--- src/include/sbf_pkg.sv ---
// What this block does
// RL1: Logical right shift moves bits down, zero into bit 7, updates Z C N V.
// RL2: Rotate left through carry: old carry to bit 0, bit 7 to carry, Z C N V.
// RL3: Rotate right through carry: old carry to bit 7, bit 0 to carry, Z C N V.
// RL4: Arithmetic right shift keeps bit 7, shifts bits 7..1 down, updates Z C N V.
// RL5: Bit store copies selected source bit into transfer flag, nothing else changes.
// RL6: Bit load writes transfer flag into selected destination bit, flags untouched.
// RL7: Set overflow forces V to one, no other flag moves, one cycle.
// RL8: Clear overflow forces V to zero, no other flag moves, one cycle.
// RL9: Set signed forces S to one, no other flag moves, one cycle.
// RL10: Clear signed forces S to zero, no other flag moves, one cycle.
// RL11: Set half carry forces H to one, no other flag moves, one cycle.
// RL12: Clear half carry forces H to zero, no other flag moves.
// RL13: Nibble swap exchanges upper and lower nibbles, no flag changes, one cycle.
// RL14: Indexed and dedicated flag set/clear write the chosen status bit, one cycle.
package sbf_pkg;

  localparam int unsigned DATA_W = 8;

  // Operation codes from the decoder; codes above the last are illegal
  typedef enum logic [4:0] {
    no_op                     = 5'h00,
    logical_right_shift_op    = 5'h01,
    rotate_left_carry_op      = 5'h02,
    rotate_right_carry_op     = 5'h03,
    arithmetic_right_shift_op = 5'h04,
    nibble_swap_op            = 5'h05,
    indexed_flag_set_op       = 5'h06,
    indexed_flag_clear_op     = 5'h07,
    reg_bit_to_transfer_op    = 5'h08,
    transfer_to_reg_bit_op    = 5'h09,
    carry_set_op              = 5'h0A,
    carry_clear_op            = 5'h0B,
    negative_set_op           = 5'h0C,
    negative_clear_op         = 5'h0D,
    zero_flag_set_op          = 5'h0E,
    zero_flag_clear_op        = 5'h0F,
    global_irq_enable_op      = 5'h10,
    global_irq_disable_op     = 5'h11,
    signed_flag_set_op        = 5'h12,
    signed_flag_clear_op      = 5'h13,
    overflow_set_op           = 5'h14,
    overflow_clear_op         = 5'h15,
    transfer_flag_set_op      = 5'h16,
    transfer_flag_clear_op    = 5'h17,
    half_carry_set_op         = 5'h18,
    half_carry_clear_op       = 5'h19
  } sbf_op_t;

  // Status bit positions
  localparam logic [2:0] FLG_C = 3'h0;
  localparam logic [2:0] FLG_Z = 3'h1;
  localparam logic [2:0] FLG_N = 3'h2;
  localparam logic [2:0] FLG_V = 3'h3;
  localparam logic [2:0] FLG_S = 3'h4;
  localparam logic [2:0] FLG_H = 3'h5;
  localparam logic [2:0] FLG_T = 3'h6;
  localparam logic [2:0] FLG_I = 3'h7;

  // Register port map and reset values
  localparam logic [1:0] REG_STATUS_OFS = 2'h0;
  localparam logic [1:0] REG_RESULT_OFS = 2'h1;
  localparam logic [7:0] STATUS_RST     = 8'h00;
  localparam logic [7:0] DATA_ZERO      = 8'h00;
  localparam logic [4:0] ADDR_ZERO      = 5'h00;

endpackage : sbf_pkg

--- src/include/sbf_alu_if.sv ---
interface sbf_alu_if;
  import sbf_pkg::*;

  sbf_op_t    op;
  logic [7:0] opnd;
  logic [2:0] bit_sel;
  logic [7:0] status;
  logic [7:0] res;
  logic       res_we;
  logic       cout;
  logic [7:0] status_nxt;

  modport top   (output op, opnd, bit_sel, status, input res, res_we, status_nxt);
  modport shift (input op, opnd, bit_sel, status, output res, res_we, cout);
  modport flag  (input op, opnd, bit_sel, status, res, res_we, cout, output status_nxt);
endinterface : sbf_alu_if

--- src/logic/sbf_shift_unit.sv ---
module sbf_shift_unit
  import sbf_pkg::*;
(
  // Operand side
  sbf_alu_if.shift alu
);

  // Result datapath; ops without a data result raise no write-back
  always_comb
  begin
    alu.res    = alu.opnd;
    alu.res_we = 1'b1;
    alu.cout   = 1'b0;
    case (alu.op)
      logical_right_shift_op:
      begin
        alu.res  = {1'b0, alu.opnd[7:1]};                  // [RL1]
        alu.cout = alu.opnd[0];
      end
      rotate_left_carry_op:
      begin
        alu.res  = {alu.opnd[6:0], alu.status[FLG_C]};     // [RL2]
        alu.cout = alu.opnd[7];
      end
      rotate_right_carry_op:
      begin
        alu.res  = {alu.status[FLG_C], alu.opnd[7:1]};     // [RL3]
        alu.cout = alu.opnd[0];
      end
      arithmetic_right_shift_op:
      begin
        alu.res  = {alu.opnd[7], alu.opnd[7:1]};           // [RL4]
        alu.cout = alu.opnd[0];
      end
      nibble_swap_op:         alu.res = {alu.opnd[3:0], alu.opnd[7:4]}; // [RL13]
      transfer_to_reg_bit_op: alu.res[alu.bit_sel] = alu.status[FLG_T]; // [RL6]
      default: alu.res_we = 1'b0;
    endcase
  end

endmodule : sbf_shift_unit

--- src/logic/sbf_flag_unit.sv ---
module sbf_flag_unit
  import sbf_pkg::*;
(
  // Operand side
  sbf_alu_if.flag alu
);

  logic neg;

  assign neg = alu.res[7];

  // Status next value; anything not named keeps its bit
  always_comb
  begin
    alu.status_nxt = alu.status;
    case (alu.op)
      logical_right_shift_op, rotate_left_carry_op, rotate_right_carry_op,
      arithmetic_right_shift_op:
      begin
        // Shifts touch only Z C N V; V is N xor C [RL1] [RL2] [RL3] [RL4]
        alu.status_nxt[FLG_Z] = (alu.res == DATA_ZERO);
        alu.status_nxt[FLG_C] = alu.cout;
        alu.status_nxt[FLG_N] = neg;
        alu.status_nxt[FLG_V] = neg ^ alu.cout;
      end
      reg_bit_to_transfer_op: alu.status_nxt[FLG_T] = alu.opnd[alu.bit_sel]; // [RL5]
      indexed_flag_set_op:    alu.status_nxt[alu.bit_sel] = 1'b1;          // [RL14]
      indexed_flag_clear_op:  alu.status_nxt[alu.bit_sel] = 1'b0;          // [RL14]
      carry_set_op:           alu.status_nxt[FLG_C] = 1'b1;                // [RL14]
      carry_clear_op:         alu.status_nxt[FLG_C] = 1'b0;                // [RL14]
      negative_set_op:        alu.status_nxt[FLG_N] = 1'b1;                // [RL14]
      negative_clear_op:      alu.status_nxt[FLG_N] = 1'b0;                // [RL14]
      zero_flag_set_op:       alu.status_nxt[FLG_Z] = 1'b1;                // [RL14]
      zero_flag_clear_op:     alu.status_nxt[FLG_Z] = 1'b0;                // [RL14]
      global_irq_enable_op:   alu.status_nxt[FLG_I] = 1'b1;                // [RL14]
      global_irq_disable_op:  alu.status_nxt[FLG_I] = 1'b0;                // [RL14]
      transfer_flag_set_op:   alu.status_nxt[FLG_T] = 1'b1;                // [RL14]
      transfer_flag_clear_op: alu.status_nxt[FLG_T] = 1'b0;                // [RL14]
      overflow_set_op:        alu.status_nxt[FLG_V] = 1'b1;                // [RL7]
      overflow_clear_op:      alu.status_nxt[FLG_V] = 1'b0;                // [RL8]
      signed_flag_set_op:     alu.status_nxt[FLG_S] = 1'b1;                // [RL9]
      signed_flag_clear_op:   alu.status_nxt[FLG_S] = 1'b0;                // [RL10]
      half_carry_set_op:      alu.status_nxt[FLG_H] = 1'b1;                // [RL11]
      half_carry_clear_op:    alu.status_nxt[FLG_H] = 1'b0;                // [RL12]
      default:                alu.status_nxt = alu.status;
    endcase
  end

endmodule : sbf_flag_unit

--- src/logic/sbf_datapath.sv ---
module sbf_datapath
  import sbf_pkg::*;
(
  // Clock and reset
  input  wire logic             clk,
  input  wire logic             nrst,
  // Decoded operation
  input  wire logic             op_valid,
  input  wire sbf_pkg::sbf_op_t op_code,
  input  wire logic [4:0]       op_dst,
  input  wire logic [2:0]       op_bit,
  input  wire logic [7:0]       rd_data,
  input  wire logic [7:0]       source_register,
  // Write back to the register file
  output logic                  wb_we_r,
  output logic [4:0]            wb_addr_r,
  output logic [7:0]            wb_data_r,
  // Status flags
  output logic [7:0]            status_register_r,
  // Software register port
  input  wire logic [1:0]       reg_addr,
  input  wire logic [7:0]       reg_wdata,
  input  wire logic             reg_wr,
  input  wire logic             reg_rd,
  output logic [7:0]            reg_rdata_r
);

  sbf_alu_if alu ();

  sbf_op_t    op_eff;
  logic       sw_status_wr;
  logic [7:0] result_r;
  logic [7:0] result_nxt;
  logic       wb_we_nxt;
  logic [4:0] wb_addr_nxt;
  logic [7:0] wb_data_nxt;
  logic [7:0] status_register_nxt;
  logic [7:0] reg_rdata_nxt;

  // An idle cycle is a no-op, so stale decoder codes cannot move flags
  assign op_eff       = op_valid ? op_code : no_op;
  assign sw_status_wr = reg_wr && (reg_addr == REG_STATUS_OFS);

  // Operands into the units; bit store reads the source register
  assign alu.op      = op_eff;
  assign alu.opnd    = (op_eff == reg_bit_to_transfer_op) ? source_register : rd_data;
  assign alu.bit_sel = op_bit;
  assign alu.status  = status_register_r;

  sbf_shift_unit u_shift (
    .alu (alu.shift)
  );

  sbf_flag_unit u_flag (
    .alu (alu.flag)
  );

  // Datapath next values
  always_comb
  begin
    wb_we_nxt   = alu.res_we;
    wb_addr_nxt = alu.res_we ? op_dst : wb_addr_r;
    wb_data_nxt = alu.res_we ? alu.res : wb_data_r;
    result_nxt  = alu.res_we ? alu.res : result_r;
    // Software write wins so a flag restore cannot be undone by a stray op
    status_register_nxt = sw_status_wr ? reg_wdata : alu.status_nxt;
  end

  // Datapath registers; every op lands in exactly one cycle
  always_ff @(posedge clk)
  begin
    if (!nrst)
    begin
      wb_we_r           <= 1'b0;
      wb_addr_r         <= ADDR_ZERO;
      wb_data_r         <= DATA_ZERO;
      result_r          <= DATA_ZERO;
      status_register_r <= STATUS_RST;
    end
    else
    begin
      wb_we_r           <= wb_we_nxt;
      wb_addr_r         <= wb_addr_nxt;
      wb_data_r         <= wb_data_nxt;
      result_r          <= result_nxt;
      status_register_r <= status_register_nxt;
    end
  end

  // Read data shows only in the cycle after the strobe
  always_comb
  begin
    reg_rdata_nxt = DATA_ZERO;
    if (reg_rd)
    begin
      case (reg_addr)
        REG_STATUS_OFS: reg_rdata_nxt = status_register_r;
        REG_RESULT_OFS: reg_rdata_nxt = result_r;
        default:        reg_rdata_nxt = DATA_ZERO;
      endcase
    end
  end

  // Read data register
  always_ff @(posedge clk)
  begin
    if (!nrst)
    begin
      reg_rdata_r <= DATA_ZERO;
    end
    else
    begin
      reg_rdata_r <= reg_rdata_nxt;
    end
  end

  // Checks; an op is judged only when software did not write status too
  logic live;

  assign live = op_valid && !sw_status_wr;

  property p_shift_right;
    @(posedge clk) disable iff (!nrst)
    live && op_code == logical_right_shift_op |=> wb_we_r
      && wb_data_r == {1'b0, $past(rd_data[7:1])}
      && status_register_r[FLG_C] == $past(rd_data[0])
      && !status_register_r[FLG_N]
      && status_register_r[FLG_V] == $past(rd_data[0])
      && status_register_r[FLG_Z] == ($past(rd_data[7:1]) == 7'h00);
  endproperty
  a_shift_right: assert property (p_shift_right) else $error("logical shift wrong"); // [RL1]

  property p_rot_left;
    @(posedge clk) disable iff (!nrst)
    live && op_code == rotate_left_carry_op |=> wb_we_r
      && wb_data_r == {$past(rd_data[6:0]), $past(status_register_r[FLG_C])}
      && status_register_r[FLG_C] == $past(rd_data[7])
      && status_register_r[FLG_N] == $past(rd_data[6]);
  endproperty
  a_rot_left: assert property (p_rot_left) else $error("rotate left wrong"); // [RL2]

  property p_rot_right;
    @(posedge clk) disable iff (!nrst)
    live && op_code == rotate_right_carry_op |=> wb_we_r
      && wb_data_r == {$past(status_register_r[FLG_C]), $past(rd_data[7:1])}
      && status_register_r[FLG_C] == $past(rd_data[0])
      && status_register_r[FLG_V]
         == ($past(status_register_r[FLG_C]) ^ $past(rd_data[0]));
  endproperty
  a_rot_right: assert property (p_rot_right) else $error("rotate right wrong"); // [RL3]

  property p_arith_right;
    @(posedge clk) disable iff (!nrst)
    live && op_code == arithmetic_right_shift_op |=> wb_we_r
      && wb_data_r == {$past(rd_data[7]), $past(rd_data[7:1])}
      && status_register_r[FLG_C] == $past(rd_data[0])
      && status_register_r[FLG_N] == $past(rd_data[7]);
  endproperty
  a_arith_right: assert property (p_arith_right) else $error("arithmetic shift wrong"); // [RL4]

  property p_bit_store;
    @(posedge clk) disable iff (!nrst)
    live && op_code == reg_bit_to_transfer_op |=> !wb_we_r
      && status_register_r[FLG_T] == $past(source_register[op_bit])
      && (status_register_r & 8'hBF) == ($past(status_register_r) & 8'hBF);
  endproperty
  a_bit_store: assert property (p_bit_store) else $error("bit store wrong"); // [RL5]

  property p_bit_load;
    @(posedge clk) disable iff (!nrst)
    live && op_code == transfer_to_reg_bit_op |=> wb_we_r
      && wb_data_r[$past(op_bit)] == $past(status_register_r[FLG_T])
      && status_register_r == $past(status_register_r);
  endproperty
  a_bit_load: assert property (p_bit_load) else $error("bit load wrong"); // [RL6]

  property p_ovf_set;
    @(posedge clk) disable iff (!nrst)
    live && op_code == overflow_set_op |=> status_register_r
      == ($past(status_register_r) | 8'h08);
  endproperty
  a_ovf_set: assert property (p_ovf_set) else $error("set overflow wrong"); // [RL7]

  property p_ovf_clear;
    @(posedge clk) disable iff (!nrst)
    live && op_code == overflow_clear_op |=> status_register_r
      == ($past(status_register_r) & 8'hF7);
  endproperty
  a_ovf_clear: assert property (p_ovf_clear) else $error("clear overflow wrong"); // [RL8]

  property p_sign_set;
    @(posedge clk) disable iff (!nrst)
    live && op_code == signed_flag_set_op |=> status_register_r
      == ($past(status_register_r) | 8'h10);
  endproperty
  a_sign_set: assert property (p_sign_set) else $error("set signed wrong"); // [RL9]

  property p_sign_clear;
    @(posedge clk) disable iff (!nrst)
    live && op_code == signed_flag_clear_op |=> status_register_r
      == ($past(status_register_r) & 8'hEF);
  endproperty
  a_sign_clear: assert property (p_sign_clear) else $error("clear signed wrong"); // [RL10]

  property p_half_set;
    @(posedge clk) disable iff (!nrst)
    live && op_code == half_carry_set_op |=> status_register_r
      == ($past(status_register_r) | 8'h20);
  endproperty
  a_half_set: assert property (p_half_set) else $error("set half carry wrong"); // [RL11]

  property p_half_clear;
    @(posedge clk) disable iff (!nrst)
    live && op_code == half_carry_clear_op |=> status_register_r
      == ($past(status_register_r) & 8'hDF);
  endproperty
  a_half_clear: assert property (p_half_clear) else $error("clear half carry wrong"); // [RL12]

  property p_swap;
    @(posedge clk) disable iff (!nrst)
    live && op_code == nibble_swap_op |=> wb_we_r
      && wb_data_r == {$past(rd_data[3:0]), $past(rd_data[7:4])}
      && status_register_r == $past(status_register_r);
  endproperty
  a_swap: assert property (p_swap) else $error("nibble swap wrong"); // [RL13]

  property p_idx_set;
    @(posedge clk) disable iff (!nrst)
    live && op_code == indexed_flag_set_op |=> status_register_r[$past(op_bit)] && !wb_we_r;
  endproperty
  a_idx_set: assert property (p_idx_set) else $error("indexed set wrong"); // [RL14]

  property p_idx_clear;
    @(posedge clk) disable iff (!nrst)
    live && op_code == indexed_flag_clear_op |=> !status_register_r[$past(op_bit)]
      && !wb_we_r;
  endproperty
  a_idx_clear: assert property (p_idx_clear) else $error("indexed clear wrong"); // [RL14]

  // Dedicated forms; each must leave the other seven flags alone
  property p_carry_set;
    @(posedge clk) disable iff (!nrst)
    live && op_code == carry_set_op |=> status_register_r
      == ($past(status_register_r) | 8'h01);
  endproperty
  a_carry_set: assert property (p_carry_set) else $error("set carry wrong"); // [RL14]

  property p_carry_clear;
    @(posedge clk) disable iff (!nrst)
    live && op_code == carry_clear_op |=> status_register_r
      == ($past(status_register_r) & 8'hFE);
  endproperty
  a_carry_clear: assert property (p_carry_clear) else $error("clear carry wrong"); // [RL14]

  property p_neg_set;
    @(posedge clk) disable iff (!nrst)
    live && op_code == negative_set_op |=> status_register_r
      == ($past(status_register_r) | 8'h04);
  endproperty
  a_neg_set: assert property (p_neg_set) else $error("set negative wrong"); // [RL14]

  property p_neg_clear;
    @(posedge clk) disable iff (!nrst)
    live && op_code == negative_clear_op |=> status_register_r
      == ($past(status_register_r) & 8'hFB);
  endproperty
  a_neg_clear: assert property (p_neg_clear) else $error("clear negative wrong"); // [RL14]

  property p_zero_set;
    @(posedge clk) disable iff (!nrst)
    live && op_code == zero_flag_set_op |=> status_register_r
      == ($past(status_register_r) | 8'h02);
  endproperty
  a_zero_set: assert property (p_zero_set) else $error("set zero wrong"); // [RL14]

  property p_zero_clear;
    @(posedge clk) disable iff (!nrst)
    live && op_code == zero_flag_clear_op |=> status_register_r
      == ($past(status_register_r) & 8'hFD);
  endproperty
  a_zero_clear: assert property (p_zero_clear) else $error("clear zero wrong"); // [RL14]

  property p_irq_on;
    @(posedge clk) disable iff (!nrst)
    live && op_code == global_irq_enable_op |=> status_register_r
      == ($past(status_register_r) | 8'h80);
  endproperty
  a_irq_on: assert property (p_irq_on) else $error("irq enable wrong"); // [RL14]

  property p_irq_off;
    @(posedge clk) disable iff (!nrst)
    live && op_code == global_irq_disable_op |=> status_register_r
      == ($past(status_register_r) & 8'h7F);
  endproperty
  a_irq_off: assert property (p_irq_off) else $error("irq disable wrong"); // [RL14]

  property p_tflag_set;
    @(posedge clk) disable iff (!nrst)
    live && op_code == transfer_flag_set_op |=> status_register_r
      == ($past(status_register_r) | 8'h40);
  endproperty
  a_tflag_set: assert property (p_tflag_set) else $error("set transfer wrong"); // [RL14]

  property p_tflag_clear;
    @(posedge clk) disable iff (!nrst)
    live && op_code == transfer_flag_clear_op |=> status_register_r
      == ($past(status_register_r) & 8'hBF);
  endproperty
  a_tflag_clear: assert property (p_tflag_clear) else $error("clear transfer wrong"); // [RL14]

  // Reset must leave write enable, write data, status and read data at idle values one edge later
  property p_reset_clears;
    @(posedge clk) !nrst |=> !wb_we_r && wb_data_r == DATA_ZERO
      && status_register_r == STATUS_RST && reg_rdata_r == DATA_ZERO;
  endproperty
  a_reset_clears: assert property (p_reset_clears) else $error("reset left state");

endmodule : sbf_datapath

--- config.mk ---
export PLATFORM = sky130hd
export DESIGN_NAME = sbf_datapath
export DESIGN_NICKNAME = d
export VERILOG_FILES = /design/src/include/sbf_pkg.sv /design/src/include/sbf_alu_if.sv /design/src/logic/sbf_shift_unit.sv /design/src/logic/sbf_flag_unit.sv /design/src/logic/sbf_datapath.sv
export SDC_FILE = /design/constraint.sdc
export NUM_CORES = 1
export LEC_CHECK = 0
export ABC_AREA = 0
export BUFFER_PORTS_ARGS = -buffer_cell sky130_fd_sc_hd__buf_2
export CORE_UTILIZATION = 54
export DETAILED_ROUTE_END_ITERATION = 7
export GPL_ROUTABILITY_DRIVEN = 0
export PLACE_DENSITY = 0.82
export SLEW_MARGIN = 20
export SYNTH_ARGS = -nofsm -noshare
export SYNTH_HDL_FRONTEND = slang
export SYNTH_SLANG_ARGS = --single-unit
export TNS_END_PERCENT = 5
--- constraint.sdc ---
create_clock -name clk -period 4.69 [get_ports clk]
set_input_delay 1.407 -clock clk [delete_from_list [all_inputs] [get_ports clk]]
set_output_delay 1.407 -clock clk [all_outputs]
set_load 0.05 [all_outputs]
**After elaboration in Yosys (flattened, before gate mapping)**

Index checks and enable logic that the tools add are counted.

- Register bits after elaboration: 30
- Output and inout bits: 30
- Word-level logic and storage cells: 80

- $lt $le $gt $ge: 2
- Eq/ne operators: 26
- Mux-type cells: 20
- Bitwise gates (word level): 4
- Reduce and logical (&&, ||, !) cells: 16

Operators by type and width:

| cell | count |
|---|---|
| == test 5 bit, second input constant | 10 |
| case mux 8 bit (6 select lines) | 1 |
| == test 5 x 4 -> 1 bit, second input constant | 8 |
| nonzero test 6 bit | 5 |
| case mux 1 bit (5 select lines) | 5 |
| == test 5 x 3 -> 1 bit, second input constant | 4 |
| two-way mux 8 bit | 2 |
| case mux 8 bit (2 select lines) | 1 |
| nonzero test 5 bit | 3 |
| case mux 1 bit (4 select lines) | 3 |
| == test 5 x 2 -> 1 bit, second input constant | 2 |
| AND 8 bit | 1 |
| bitwise mux 8 bit | 1 |
| logical NOT 8 bit | 1 |
| NOT 8 bit | 1 |
| OR 8 bit | 1 |
| OR reduction 6 bit | 1 |
| == test 5 x 1 -> 1 bit, second input constant | 1 |
| two-way mux 5 bit | 1 |
| < comparator 3 x 4 -> 1 bit, second input constant | 1 |
| OR reduction 4 bit | 1 |
| binary-select mux 1 bit (select 3 bit) | 1 |
| demux 1 bit (select 3 bit) | 1 |
| greater-or-equal comparator 3 x 1 -> 1 bit, second input constant | 1 |
| other kinds (8) | 11 |

**Logic depth before layout (Yosys ltp)**

- Depth after elaboration: 9
- Mapped depth: 8
- Gate-level depth less buffers: 6

**Cells and area by module**

From an unflattened synthesis, not the netlist that was laid out.

- Cells, all modules: 281
- Area total of the unflattened synthesis: 2568.7 sq um

Modules (own cells, without submodules):

| module | times used | cells an instance | area an instance (sq um) |
|---|---|---|---|
| sbf_datapath | 1 | 112 | 1268.7 |
| sbf_flag_unit | 1 | 104 | 784.5 |
| sbf_shift_unit | 1 | 65 | 515.5 |

**Worst setup path after synthesis**

No wires, ideal clock.

- Path kind: input -> register
- From: input op_valid
- To: register status_register_r[1]
- Arrival time: 2861 ps
- Data required time: 4606 ps
- Slack: 1745 ps
- Stages: 8
- Buffers on the path: 2
- Cells stage by stage: buf_4 and4bb_1 buf_6 and3_1 a211o_1 a311oi_2 nand4_1 o31ai_2

- Word-level cells in the longest chain between the ends: 8

Ends and longest elaborated chain:

| element | line | source |
|---|---|---|
| start: declaration | sbf_datapath.sv:8 | `input wire logic op_valid,` |
| two-way mux 5 bit (*) | sbf_datapath.sv:41 | `assign op_eff = op_valid ? op_code : no_op;` |
| == test 5 x 4 -> 1 bit | sbf_datapath.sv:46 | `assign alu.opnd = (op_eff == reg_bit_to_transfer_op) ? source_register : rd_data;` |
| two-way mux 8 bit | sbf_datapath.sv:46 |  |
| bitwise mux 8 bit | sbf_shift_unit.sv:36 | `transfer_to_reg_bit_op: alu.res[alu.bit_sel] = alu.status[FLG_T];` |
| case mux 8 bit (6 select lines) | sbf_shift_unit.sv:14 | `case (alu.op)` |
| logical NOT 8 bit | sbf_flag_unit.sv:21 | `alu.status_nxt[FLG_Z] = (alu.res == DATA_ZERO);` |
| case mux 1 bit (5 select lines) | sbf_flag_unit.sv:16 | `case (alu.op)` |
| two-way mux 8 bit | sbf_datapath.sv:66 | `status_register_nxt = sw_status_wr ? reg_wdata : alu.status_nxt;` |
| end signal: assignment | sbf_datapath.sv:86 | `status_register_r <= status_register_nxt;` |
| end: declaration | sbf_datapath.sv:19 | `output logic [7:0] status_register_r,` |

Mark *: on every way between the ends. The rest lies on a longest branch, timed or not.
A chain may end at the register's enable or synchronous reset.

**Final worst setup path**

- From: input op_code[1]
- To: register status_register_r[1]

- Word-level cells in the longest chain between the ends: 8

Ends and longest elaborated chain:

| element | line | source |
|---|---|---|
| start: declaration | sbf_datapath.sv:9 | `input wire sbf_pkg::sbf_op_t op_code,` |
| two-way mux 5 bit (*) | sbf_datapath.sv:41 |  |
| == test 5 x 4 -> 1 bit | sbf_datapath.sv:46 |  |
| two-way mux 8 bit | sbf_datapath.sv:46 |  |
| bitwise mux 8 bit | sbf_shift_unit.sv:36 |  |
| case mux 8 bit (6 select lines) | sbf_shift_unit.sv:14 |  |
| logical NOT 8 bit | sbf_flag_unit.sv:21 |  |
| case mux 1 bit (5 select lines) | sbf_flag_unit.sv:16 |  |
| two-way mux 8 bit | sbf_datapath.sv:66 |  |

Marks and branches as above.

==> summary.md <==
| Metric | Value |
|---|---|
| Setup Buffers After CTS | 0 |
| Footprint of the multi-input gates | 1560 um^2 |
| Reported max-cap violation count | 0 |
| Synth-to-layout area growth | 18.3% |
| Setup TNS | 0 ps |
| Placed Cells incl. Taps | 400 |
| Quantity of gates resized following cts | 0 |
| Post-Layout Cell Count | 408 |
| Total global routing track utilization | 32.2% |
| WL per Instance | 17.5 um |
| Number of placed I/O pins | 74 |
| Total nets after synthesis | 342 |
| Vias | 2717 |
| Floorplan core area | 4060 um^2 |
| HPWL after detailed placement | 5.45 mm |
| Count of yosys warnings during synthesis | 0 |
| Detailed Routing Iterations Pass 1 | 5 |
| Highest Clock Rate | 297 MHz |
| Hold violation count in the final report | 0 |
| Critical Path Source Type | input port |
| Count of final setup violators | 0 |
| Min-Delay Path Class | register to register |
| Clock root buffer | sky130_fd_sc_hd__clkbuf_8 |
| Post-Route WL | 7.13 mm |
| Number of max-slew violations in the final report | 0 |
| First-pass GRT wire length | 10.9 mm |
| Fin Clk Skew | 5.65 ps |
| Crit path DAT | 3560 ps |
| Peak supply drop | 129 uV |
| Clock-pin slew reported for the worst setup and hold paths after clock tree synthesis | 60 ps |
| Final antenna-violating net count | 0 |
| Die area | 4520 um^2 |
| Number of buffers and inverters on the critical path | 1 |
| Outcome | completed |
| Worst slack after detailed placement | 1130 ps |
| Post-route clock period utilization | 71.8% |
| Vert. Die Dim | 67.3 um |
| Effective utilization at floorplan | 56.7% |
| Worst EP required | 4890 ps |
| Layout filler cell count | 347 |
| Most frequent cells in the layout | sky130_fd_sc_hd__buf_2 (73), sky130_fd_sc_hd__nor2_1 (31), sky130_fd_sc_hd__dfxtp_1 (30), sky130_fd_sc_hd__nand2_1 (24), sky130_fd_sc_hd__a21oi_1 (24) |
| Synthesized instance count | 298 |
| Vias in the first global route | 2325 |
| Starting DRC count in detailed routing | 298 |
| Hold buffers post-CTS | 0 |
| Number of remaining DRC errors | 0 |
| Clock Path Buffers | 2 |
| Ys async rst share | 0% |
| Time the worst path needs with I/O delays and setup | 3370 ps |
| Number of standard-cell rows in the floorplan | 23 |
| Syn_area_per_cell | 7.72 um^2 |
| Main flop type after synthesis | sky130_fd_sc_hd__dfxtp_1 |
| Post-synthesis register bit count | 30 |
| CTS H-tree depth | 2 |
| Number of distinct library cells after synthesis | 62 |
| Detail-routed via count per cell | 6.66 |
| Sequential area share after synthesis | 26.1% |
| Worst Path Max Fanout | 17 |
| Die width | 67.3 um |
| Register area | 601 um^2 |
| Share of final-layout standard cells stronger than drive strength 1 | 26.5% |
| Relative slew margins | 49.4% |
| Overall overflow remaining after global route | 0 |
| Most frequent standard cell in the layout excluding fill and tap cells | sky130_fd_sc_hd__buf_2 |
| Total power per unit cell area | 249 nW/um^2 |
| Critical path start-end classification | input port to register |
| Pin count of the biggest net entering global routing | 20 |
| CP max-delay cell | sky130_fd_sc_hd__nand4bb_1 |
| Clock sink count | 30 |
| Clock buffers created by TritonCTS | 5 |
| Worst slew pin tran | 757 ps |
| Critical Path Sink Type | register |
| Port buffer count | 73 |
| Clk Latency, worst-skew pair | 270 ps |
| Final WS setup | 1320 ps |
| Clock tree from TritonCTS | built |
| Series of cell instances along the critical path | buf_2, nand4bb_1, o21ai_1, a21oi_1, nor4_1, nand4_1, o31ai_2 |
| Antenna violations before repair | 0 |
| LEAKAGE | 1.17 nW |
| Number of diodes | 0 |
| Largest stage delay on the critical path | 540 ps |
| Netlist Area Pre-Place | 2300 um^2 |
| Number of enable-type register cells in the synthesized netlist | 0 |
| Final nets | 401 |
| RSZ-0062 raised after global routing | false |
| Kind of cell adding the most delay to the critical path | simple AND/OR/NAND/NOR gates |
| Post-route total power | 677 uW |
per-layer routing:
layer	share of wire, %	global-route usage (%)	wire length [um]	vias to the layer above
met5	0	0	0	-
met4	4.1	14.6	291	0
li1	-	-	-	1237
met3	13	7.94	946	43
met1	37	40.7	2650	1217
met2	45	51.1	3240	220
tightest hold or removal path, cell delays in order, from the launching register on:
cell                      delay (ps)
sky130_fd_sc_hd__dfxtp_1         330
sky130_fd_sc_hd__nand2_1          60
sky130_fd_sc_hd__a21oi_1          50
metrics by stage:
step	hold slack [ps]	util, %	instance area, um^2
final	485	67.1	2720
after CTS	482	67.1	2720
after floorplan	686	-	2300
after global routing	500	67.1	2720
after detailed placement	474	64.4	2610
after global placement	463	64.4	2610
final timing paths:
kind                                     startpoint                           endpoint  slack [ps]  cells past startpoint
setup reg to reg  status_register_r[6]$_SDFFE_PN0P_  status_register_r[2]$_SDFFE_PN0P_        2830                      5
hold / removal             result_r[6]$_SDFFE_PN0P_           result_r[6]$_SDFFE_PN0P_         480                      2
hold reg to reg            result_r[6]$_SDFFE_PN0P_           result_r[6]$_SDFFE_PN0P_         480                      2
setup / recovery                         op_code[1]  status_register_r[1]$_SDFFE_PN0P_        1320                      7
where the power goes:
part	leakage (nW)	switching (mW)	internal [mW]
Combinational	0.870	0.113	0.0538
Sequential	0.243	0.00893	0.264
Clock	0.0575	0.0899	0.148
final cells by class:
class / count / area share (%)
clock buffer: 8 / 4.05
inverter: 5 / 0.690
multi-input combinational: 242 / 57.5
sequential: 30 / 22.1
tap: 50 / 2.30
timing repair buffer: 73 / 13.4
Yosys cell counts (6+ instances only):
cell type	count	area share, %
sky130_fd_sc_hd__nor2_1	31	5.1
sky130_fd_sc_hd__dfxtp_1	30	26
sky130_fd_sc_hd__a21oi_1	24	5.2
sky130_fd_sc_hd__nand2_1	24	3.9
sky130_fd_sc_hd__nand3_1	20	4.4
sky130_fd_sc_hd__mux2i_1	16	7.0
sky130_fd_sc_hd__a31oi_1	10	2.7
sky130_fd_sc_hd__clkbuf_1	10	1.6
sky130_fd_sc_hd__o21ai_0	9	2.0
sky130_fd_sc_hd__buf_2	6	1.3
sky130_fd_sc_hd__or3b_1	6	2.3
registers in the layout, indices dropped and copies added (netlist names):
signal,flops
reg_rdata_r,8
result_r,8
status_register_r,8
wb_addr_r,5
wb_we_r,1
kinds of logic (layout without fill, tap and decap cells):
kind of cell | Yosys count | count (layout) | synth area share (%)
buffers and inverters | 26 | 86 | 5.88
AND/OR/NAND/NOR | 132 | 132 | 31.6
multiplexers | 17 | 17 | 7.45
flip-flops | 30 | 30 | 26.1
XOR/XNOR | 5 | 5 | 1.90
AO/OA/AOI/OAI | 88 | 88 | 27.1
Note: power is estimated with default switching activity, not from simulation.
